### config.mk
export PLATFORM = sky130hd
export DESIGN_NAME = tswd_top
export DESIGN_NICKNAME = d
export VERILOG_FILES = /design/src/rtl/tswd_pkg.sv /design/src/rtl/tswd_top.sv
export VERILOG_INCLUDE_DIRS = /design/src /design/src/rtl
export SDC_FILE = /design/constraint.sdc
export NUM_CORES = 1
export LEC_CHECK = 0
export BUFFER_PORTS_ARGS = -buffer_cell sky130_fd_sc_hd__buf_2
export CELL_PAD_IN_SITES_DETAIL_PLACEMENT = 1
export CELL_PAD_IN_SITES_GLOBAL_PLACEMENT = 2
export CORE_AREA = 2 2 138 140
export CTS_CLUSTER_SIZE = 25
export DETAILED_ROUTE_END_ITERATION = 10
export DIE_AREA = 0 0 140 142
export GPL_TIMING_DRIVEN = 1
export PLACE_DENSITY_LB_ADDON = 0.1
export SYNTH_ARGS = -nofsm -noshare
export SYNTH_HDL_FRONTEND = slang
export SYNTH_SLANG_ARGS = --single-unit
### constraint.sdc
create_clock -name mclk -period 5.2 [get_ports mclk]
set_input_delay 0.52 -clock mclk [delete_from_list [all_inputs] [get_ports mclk]]
set_output_delay 0.52 -clock mclk [all_outputs]
set_load 0.01 [all_outputs]
### src/rtl/tswd_map.svh
`ifndef TSWD_MAP_SVH
`define TSWD_MAP_SVH

`define TSWD_CNT_W        32
`define TSWD_ADDR_W       8

`define TSWD_LOAD_OFF     8'h00
`define TSWD_VALUE_OFF    8'h04
`define TSWD_CTRL_OFF     8'h08
`define TSWD_RIS_OFF      8'h0c
`define TSWD_IMASK_OFF    8'h10
`define TSWD_MIS_OFF      8'h14
`define TSWD_LOCK_OFF     8'h18

`define TSWD_CTRL_EN_BIT  0
`define TSWD_CTRL_RST_BIT 1
`define TSWD_CTRL_STL_BIT 2
`define TSWD_TMO_BIT      0

`define TSWD_LOAD_RST     32'hffff_ffff
`define TSWD_UNLOCK_KEY   32'h1acc_e551

`endif

### src/rtl/tswd_pkg.sv
`include "tswd_map.svh"

package tswd_pkg;

    typedef logic [`TSWD_CNT_W-1:0] tswd_word_type;

    typedef struct packed {
        tswd_word_type load;
        tswd_word_type cnt;
        logic          en;
        logic          rst_en;
        logic          stall_en;
        logic          locked;
        logic          raw;
        logic          mask;
        logic          irq;
        logic          sys_rst;
        logic          pready;
        logic          pslverr;
        logic [31:0]   prdata;
    } tswd_state_type;

endpackage

### src/rtl/tswd_top.sv
// Local design decisions: the placing of the registers and the APB register port.
`timescale 1ns/1ps
`default_nettype none
`include "tswd_map.svh"

// Summary of operation
// - The block holds a 32-bit down counter, a reload register, interrupt logic and a lock.
// - While locked, writes to reload, control and mask are ignored.
// - The first timeout raises an interrupt and a second one can drive a system reset.
// - Once enabled, the first timeout occurs when the counter reaches zero.
// - Enabling the counter also enables the timeout interrupt.
// - At the first timeout the counter reloads from the reload register and keeps counting.
// - Zero reached again with the interrupt uncleared and reset enabled asserts system reset.
// - Clearing the interrupt before the second zero lets the counter reload and carry on.
// - Writing the reload register while running loads the counter at once.
// - Writing a reload value of zero raises the timeout interrupt immediately.
// - With stalling enabled the counter holds while the debugger halts the processor.
// - Software can read whether the configuration is locked.
// - Raw and masked interrupt status are both readable.
module tswd_top
(
    input  wire logic                   mclk,
    input  wire logic                   rst,
    input  wire logic                   ce,
    input  wire logic                   psel,
    input  wire logic                   penable,
    input  wire logic                   pwrite,
    input  wire logic [31:0]            paddr,
    input  wire logic [31:0]            pwdata,
    input  wire logic [3:0]             pstrb,
    output logic      [31:0]            prdata,
    output logic                        pready,
    output logic                        pslverr,
    input  wire logic                   dbg_halt,
    output logic                        irq,
    output logic                        sys_rst_out
);

    tswd_pkg::tswd_state_type r_reg;
    tswd_pkg::tswd_state_type r_next;

    logic                    wr_acc;
    logic                    setup;
    logic                    running;
    logic                    tick;
    logic [`TSWD_ADDR_W-1:0] a;
    logic                    hit_load;
    logic                    hit_ctrl;
    logic                    hit_ris;
    logic                    hit_mask;
    logic                    hit_lock;
    logic                    mapped;
    logic                    load_wr;
    logic                    clr_tmo;
    logic                    set_tmo;
    logic [31:0]             rdata;

    assign a        = paddr[`TSWD_ADDR_W-1:0];
    assign hit_load = (a == `TSWD_LOAD_OFF);
    assign hit_ctrl = (a == `TSWD_CTRL_OFF);
    assign hit_ris  = (a == `TSWD_RIS_OFF);
    assign hit_mask = (a == `TSWD_IMASK_OFF);
    assign hit_lock = (a == `TSWD_LOCK_OFF);
    assign mapped   = (paddr[31:`TSWD_ADDR_W] == '0) && (paddr[1:0] == 2'h0)
                      && (hit_load || hit_ctrl || hit_ris || hit_mask || hit_lock
                      || a == `TSWD_VALUE_OFF || a == `TSWD_MIS_OFF);

    // Write lands only in the access cycle that completes
    assign wr_acc   = ce && psel && penable && r_reg.pready && pwrite && !r_reg.pslverr;
    assign setup    = psel && !penable && !r_reg.pready;
    assign running  = r_reg.en;
    assign tick     = ce && running && !(r_reg.stall_en && dbg_halt);
    assign load_wr  = wr_acc && hit_load && !r_reg.locked;
    assign clr_tmo  = wr_acc && hit_ris && pwdata[`TSWD_TMO_BIT];

    always_comb
    begin
        rdata = 32'h0000_0000;
        case (a)
            `TSWD_LOAD_OFF:  rdata = r_reg.load;
            `TSWD_VALUE_OFF: rdata = r_reg.cnt;
            `TSWD_CTRL_OFF:
            begin
                rdata[`TSWD_CTRL_EN_BIT]  = r_reg.en;
                rdata[`TSWD_CTRL_RST_BIT] = r_reg.rst_en;
                rdata[`TSWD_CTRL_STL_BIT] = r_reg.stall_en;
            end
            `TSWD_RIS_OFF:   rdata[`TSWD_TMO_BIT] = r_reg.raw;
            `TSWD_IMASK_OFF: rdata[`TSWD_TMO_BIT] = r_reg.mask;
            `TSWD_MIS_OFF:   rdata[`TSWD_TMO_BIT] = r_reg.raw && r_reg.mask;
            `TSWD_LOCK_OFF:  rdata[0] = r_reg.locked;
            default:         rdata = 32'h0000_0000;
        endcase
    end

    always_comb
    begin
        r_next  = r_reg;
        set_tmo = 1'b0;

        // Bus answer one cycle after setup
        r_next.pready  = setup;
        r_next.pslverr = setup && !mapped;
        if (setup)
        begin
            r_next.prdata = mapped ? rdata : 32'h0000_0000;
        end

        // Counter
        if (tick)
        begin
            if (r_reg.cnt == '0)
            begin
                set_tmo    = 1'b1;
                r_next.cnt = r_reg.load;
                if (r_reg.raw && r_reg.rst_en)
                begin
                    r_next.sys_rst = 1'b1;
                end
            end
            else
            begin
                r_next.cnt = r_reg.cnt - 1'b1;
            end
        end

        // Configuration writes, refused while locked except writes to the lock register
        if (load_wr)
        begin
            r_next.load = pwdata;
            if (running)
            begin
                r_next.cnt = pwdata;
            end
            if (pwdata == 32'h0000_0000)
            begin
                set_tmo = 1'b1;
            end
        end
        if (wr_acc && hit_ctrl && !r_reg.locked)
        begin
            r_next.en       = pwdata[`TSWD_CTRL_EN_BIT];
            r_next.rst_en   = pwdata[`TSWD_CTRL_RST_BIT];
            r_next.stall_en = pwdata[`TSWD_CTRL_STL_BIT];
            if (pwdata[`TSWD_CTRL_EN_BIT])
            begin
                r_next.mask = 1'b1;
                if (!r_reg.en && !load_wr)
                begin
                    r_next.cnt = r_reg.load;
                end
            end
        end
        if (wr_acc && hit_mask && !r_reg.locked)
        begin
            r_next.mask = pwdata[`TSWD_TMO_BIT];
        end
        if (wr_acc && hit_lock)
        begin
            r_next.locked = (pwdata != `TSWD_UNLOCK_KEY);
        end

        // Sticky status: a new timeout beats a clear in the same cycle
        r_next.raw = (r_reg.raw && !clr_tmo) || set_tmo;
        r_next.irq = r_next.raw && r_next.mask;

        if (!ce)
        begin
            r_next = r_reg;
        end
    end

    always_ff @(posedge mclk)
    begin
        if (rst)
        begin
            r_reg          <= '0;
            r_reg.load     <= `TSWD_LOAD_RST;
            r_reg.cnt      <= `TSWD_LOAD_RST;
        end
        else
        begin
            r_reg <= r_next;
        end
    end

    assign prdata      = r_reg.prdata;
    assign pready      = r_reg.pready;
    assign pslverr     = r_reg.pslverr;
    assign irq         = r_reg.irq;
    assign sys_rst_out = r_reg.sys_rst;

    logic write_hit_ctrl;
    assign write_hit_ctrl = wr_acc && hit_ctrl;
endmodule

`default_nettype wire
* After elaboration in Yosys (flattened, before gate mapping) *
Index checks and enable logic that the tools add are counted.

cells by class
  add/sub/neg operators = 1
  eq/ne operators = 7
  muxes and demuxes = 18
  reductions and logical operators = 53

operators with widths
  cell                     number
  $mux W32                 7
  $logic_not A32 Y1        2
  $pmux W29 S2             1
  $mux W35                 1
  $ne A32 B29 Y1 const B   1
  $sub A32 B1 Y32 const B  1
  $logic_and A1 B1 Y1      27
  $eq A8 B5 Y1 const B     3
  $logic_not A24 Y1        1
  $eq A8 B4 Y1 const B     2
  $logic_not A1 Y1         9
  $eq A8 B3 Y1 const B     1
  $logic_not A8 Y1         1
  $reduce_and A2 Y1        4
  $logic_or A1 B1 Y1       7
  $mux W1                  7
  $pmux W1 S7              1
  $pmux W2 S3              1
  $reduce_and A4 Y1        1
  $logic_not A2 Y1         1

storage, ports and cells
  bits in registers = 106
  bits of input ports = 75
  output and inout bits = 36

* Longest topological paths before layout *
  word-level depth = 12
  depth in mapped cells = 10
  gate-level depth less buffers = 8

* Worst setup path after synthesis *
OpenSTA, ideal clock, no wires.

  path type = input-to-reg
  start = input port paddr[3]
  end = register r_reg[58] (netlist bit)
  data arrival time = 2557 ps
  data required time = 5076 ps
  setup slack = 2519 ps
  stages on the path = 8
  path buffers = 2
  path through = buf_2 nor4_1 and2_0 buf_2 nand3_1 o221ai_1 a21oi_1 a2111o_1

between the ends
  word-level cells in the longest chain between the ends = 8
  elaborated cells on any way between the ends = 12

RTL lines
  element                            line             RTL
  start, declared                    tswd_top.sv:28   input wire logic [31:0] paddr,
  $logic_not A8 Y1                   -
  $logic_and A1 B1 Y1 (2 in series)  tswd_top.sv:73   assign load_wr = wr_acc && hit_load && !r_reg.locked;
  $logic_not A1 Y1                   tswd_top.sv:148  if (!r_reg.en && !load_wr)
  $logic_and A1 B1 Y1                tswd_top.sv:148
  $mux W32                           tswd_top.sv:148
  $mux W32                           tswd_top.sv:145  if (pwdata[`TSWD_CTRL_EN_BIT])
  $mux W35 *                         tswd_top.sv:140  if (wr_acc && hit_ctrl && !r_reg.locked)
  end signal, assigned               tswd_top.sv:183  r_reg <= r_next;
  end, declared                      tswd_top.sv:39   tswd_pkg::tswd_state_type r_reg;

Mark *: on every way between the ends. The rest lies on a longest branch, timed or not.
A chain may end at the register's enable or synchronous reset.

* Final worst setup path *
  start = input port paddr[4]
  end = register r_reg (netlist bit prdata[21])

between the ends
  word-level cells in the longest chain between the ends = 9
  elaborated cells on any way between the ends = 16

RTL lines
  element                                            line             RTL
  $eq A8 B4 Y1 or $logic_not A8 Y1 (tied branches)   -
  $logic_or A1 B1 Y1 (4 in series)                   tswd_top.sv:65   && (hit_load || hit_ctrl || hit_ris || hit_mask || hit_lock
  $logic_or A1 B1 Y1 (no source line) (2 in series)  -
  $logic_and A1 B1 Y1                                tswd_top.sv:64   assign mapped = (paddr[31:`TSWD_ADDR_W] == '0) && (paddr[1:0] == 2'h0)
  $mux W32 *                                         tswd_top.sv:106  r_next.prdata = mapped ? rdata : 32'h0000_0000;

Marked as above.

==> flow_metrics.py <==
metrics = {
    "critical_path": {
        "critPathKind": "primary input to flip-flop",
        "r2r_slack_ns": 1.70,
        "slowest_delay_ns": 1.07,
        "crit_arrival_ns": 3.83,
        "path_delay_family": "simple AND/OR/NAND/NOR gates",
        "path_max_fanout": 22,
        "crit-reg2reg-capture": "r_reg[58]",
        "rr_startpoint": "r_reg[42]",
        "path_buf_inv": 2,
        "r2r_cells": 9,
        "cp.required_ns": 5.49,
        "cpMaxStageDelayCell": "nor4_1",
        "crit_path_end_kind": "flip-flop",
        "crit_chain": "buf_2 -> nor4_1 -> nand2_1 -> nor3b_2 -> buf_4 -> a22o_1 -> a22oi_1 -> nor2_1",
        "start_kind": "primary input",
    },
    "global_routing": {
        "antenna_found_initial": 0,
        "grt_use_total_pct": 26.9,
        "grt_first_pass_wirelength_um": 41000,
        "grt_pass1_vias": 6910,
        "grt.overflow.total": 0,
        "grt_max_degree": 50,
    },
    "synthesis": {
        "syn_avg_cell_area_um2": 7.68,
        "synth-warning-count": 0,
        "synth_top_cells_by_area": "dfxtp_1 (33%), nand2_1 (6.4%), a22oi_1 (4.4%)",
        "ys_types": 68,
        "synth-edff-count": 0,
        "post-synth-top-area-fraction_pct": 33.4,
        "synth.cell_area_um2": 6350,
        "seq_area_frac_synth_pct": 33.4,
        "ys.flop_type": "dfxtp_1",
        "synthArstFlopShare_pct": 0,
        "ys_ff_latch": 106,
        "synth_area_leader_cell": "dfxtp_1",
        "synth_nets": 904,
        "syn_inst": 827,
    },
    "sta": {
        "clock_skew_ns": 0.00996,
        "setup_ws_ns": 1.66,
        "worst_pin_slew_ns": 1.29,
        "setup-tns-final_ns": 0,
        "setup_viol": 0,
        "fin_hold_ws_ns": 0.404,
        "max-slew-margin-rel_pct": 13.5,
        "period_minus_slack_ns": 3.54,
        "period_share_pct": 68.1,
        "drv_slew": 0,
        "max_freq_mhz": 282,
        "rsz0062_at_grt": "false",
        "hold_viol_final": 0,
    },
    "die": {
        "ios": 111,
        "die_x_um": 140,
        "die_area_um2": 19900,
        "initial_core_util_pct": 34.4,
        "rows": 50,
        "coreArea_um2": 18500,
        "die_h_um": 142,
    },
    "route": {
        "num_vias": 6945,
        "first_pass_iters": 8,
        "drtAntennaViolNets": 0,
        "drc_errors": 3,
        "wl_per_cell_um": 24.4,
        "via_per_inst": 6.28,
        "drt_iter0_drc": 559,
        "wl_um": 26900,
    },
    "flow_run": {
        "cap_violations": 0,
    },
    "finish": {
        "drive_gt1_share_pct": 18.6,
        "ff_latch_area_um2": 2120,
        "syn_to_final_growth_pct": 12.8,
        "multiInputGateArea_um2": 3700,
        "post-route-cell-area_um2": 7160,
        "final_nets": 944,
        "n_fill_cell": 2269,
        "largest_reg_flops": 69,
        "diodes": 0,
    },
    "power_and_ir_drop": {
        "max-vdd-ir-drop_uv": 159,
        "p_per_area_nw_per_um2": 241,
        "fin_total_pwr_mw": 1.73,
        "p_leak_nw": 2.80,
    },
    "worst_hold_path": {
        "worstHoldStart": "pwdata[11]",
        "holdPathEnd": "r_reg[85]",
        "min_path_type": "primary input to flip-flop",
        "hold_depth": 3,
    },
    "status": {
        "violations": "DRC",
        "outcome": "finished with violations",
    },
    "cts": {
        "clockRootBuffer": "clkbuf_16",
        "numCtsBuffers": 9,
        "path_clk_slew_ns": 0.08,
        "cts_hold_buf": 0,
        "cts_sinks": 106,
        "cts_resized": 0,
        "htree_levels": 3,
        "insertion_delay_ns": 0.36,
        "post-cts-setup-buffers": 0,
        "clk_path_buf_depth": 2,
        "cts_tree": "yes",
    },
    "placement": {
        "place.gp.congestion": 0.942,
        "placed_area_um2": 6850,
        "hpwl_um": 18900,
        "numPortBuffers": 106,
        "post-place-ws_ns": 1.42,
    },
}
-- per-layer routing --
| metal | share of wire [%] | GRT usage (%) | wire length [um] | vias up |
|---|---|---|---|---|
| li1 | - | - | - | 3160 |
| met1 | 44 | 36.1 | 12000 | 3510 |
| met2 | 47 | 44.7 | 12800 | 242 |
| met3 | 5.9 | 3.80 | 1600 | 33 |
| met4 | 2.2 | 8.51 | 598 | 0 |
| met5 | 0 | 0 | 0 | - |
-- cell usage after synthesis, drive strengths merged, types with 7 or more instances --
| cell type | count |
|---|---|
| or4 | 10 |
| o21ai | 31 |
| inv | 9 |
| nand4 | 17 |
| a22o | 29 |
| buf | 40 |
| a22oi | 37 |
| nand3 | 52 |
| or3 | 12 |
| clkbuf | 60 |
| a221o | 10 |
| a221oi | 12 |
| o211ai | 8 |
| nor3 | 31 |
| a21oi | 32 |
| nor4 | 32 |
| nand2 | 108 |
| a211oi | 10 |
| and2 | 7 |
| dfxtp | 106 |
| nor2 | 74 |
| mux2i | 10 |
-- per-stage QoR --
stage	std cells	utilization (%)
after CTS	1105	38.8
final	1106	38.8
after global routing	1106	38.8
after floorplan	827	-
after global placement	1089	37.1
after detailed placement	1089	37.1
-- power by group --
| part | internal, mW | switching, mW | leakage (nW) |
|---|---|---|---|
| clock network | 0.393 | 0.344 | 0.146 |
| logic | 0.0539 | 0.0900 | 1.80 |
| registers | 0.823 | 0.0231 | 0.861 |
-- cell type report --
type                       count  area share [%]
tap                          234            4.09
sequential                   106            29.6
inverter                       9           0.472
timing repair buffer         129            9.79
clock buffer                  10            3.34
multi-input combinational    612            51.7
clock inverter                 6           0.996
-- worst max path at each step --
stage	from	cells past startpoint	slack, ns	endpoint
floorplan	paddr[3]	8	2.52	r_reg[58]
global placement	paddr[4]	8	1.49	prdata[24]
detailed placement	paddr[4]	8	1.42	prdata[21]
CTS	paddr[4]	8	1.77	prdata[21]
global route	r_reg[42]	9	1.50	r_reg[58]
finish	paddr[4]	8	1.66	prdata[21]
-- kinds of logic after synthesis --
logic type	synth area share [%]
AOI/OAI and AO/OA	25.4
xor gates and xnor gates	0.966
DFF	33.4
and+or+nand+nor	29.3
muxes	1.93
adders and majority gates	0.394
buffers and inverters	8.56
-- worst reg2reg max path, cell delays in order, from the launching register on --
cell and delay [ns]:
dfxtp_1 0.39, inv_1 0.13, ha_1 0.16, or3b_2 0.56
nor4_1 0.66, nand3_1 0.51, buf_4 0.34, o221ai_1 0.19
a21oi_1 0.06, a2111o_1 0.38
-- cells in the final DEF (no fill, tap or decap), drive strengths merged, types with 7 or more instances in the layout --
| master | synthesis | routed |
|---|---|---|
| a211oi | 10 | 10 |
| a21oi | 32 | 32 |
| a221o | 10 | 10 |
| a221oi | 12 | 12 |
| a22o | 29 | 29 |
| a22oi | 37 | 37 |
| and2 | 7 | 7 |
| buf | 40 | 128 |
| clkbuf | 60 | 11 |
| dfxtp | 106 | 106 |
| inv | 9 | 12 |
| mux2i | 10 | 10 |
| nand2 | 108 | 108 |
| nand3 | 52 | 52 |
| nand4 | 17 | 17 |
| nor2 | 74 | 74 |
| nor3 | 31 | 31 |
| nor4 | 32 | 32 |
| o211ai | 8 | 8 |
| o21ai | 31 | 31 |
| or3 | 12 | 12 |
| or4 | 10 | 10 |
(Power assumes the default switching activity.)
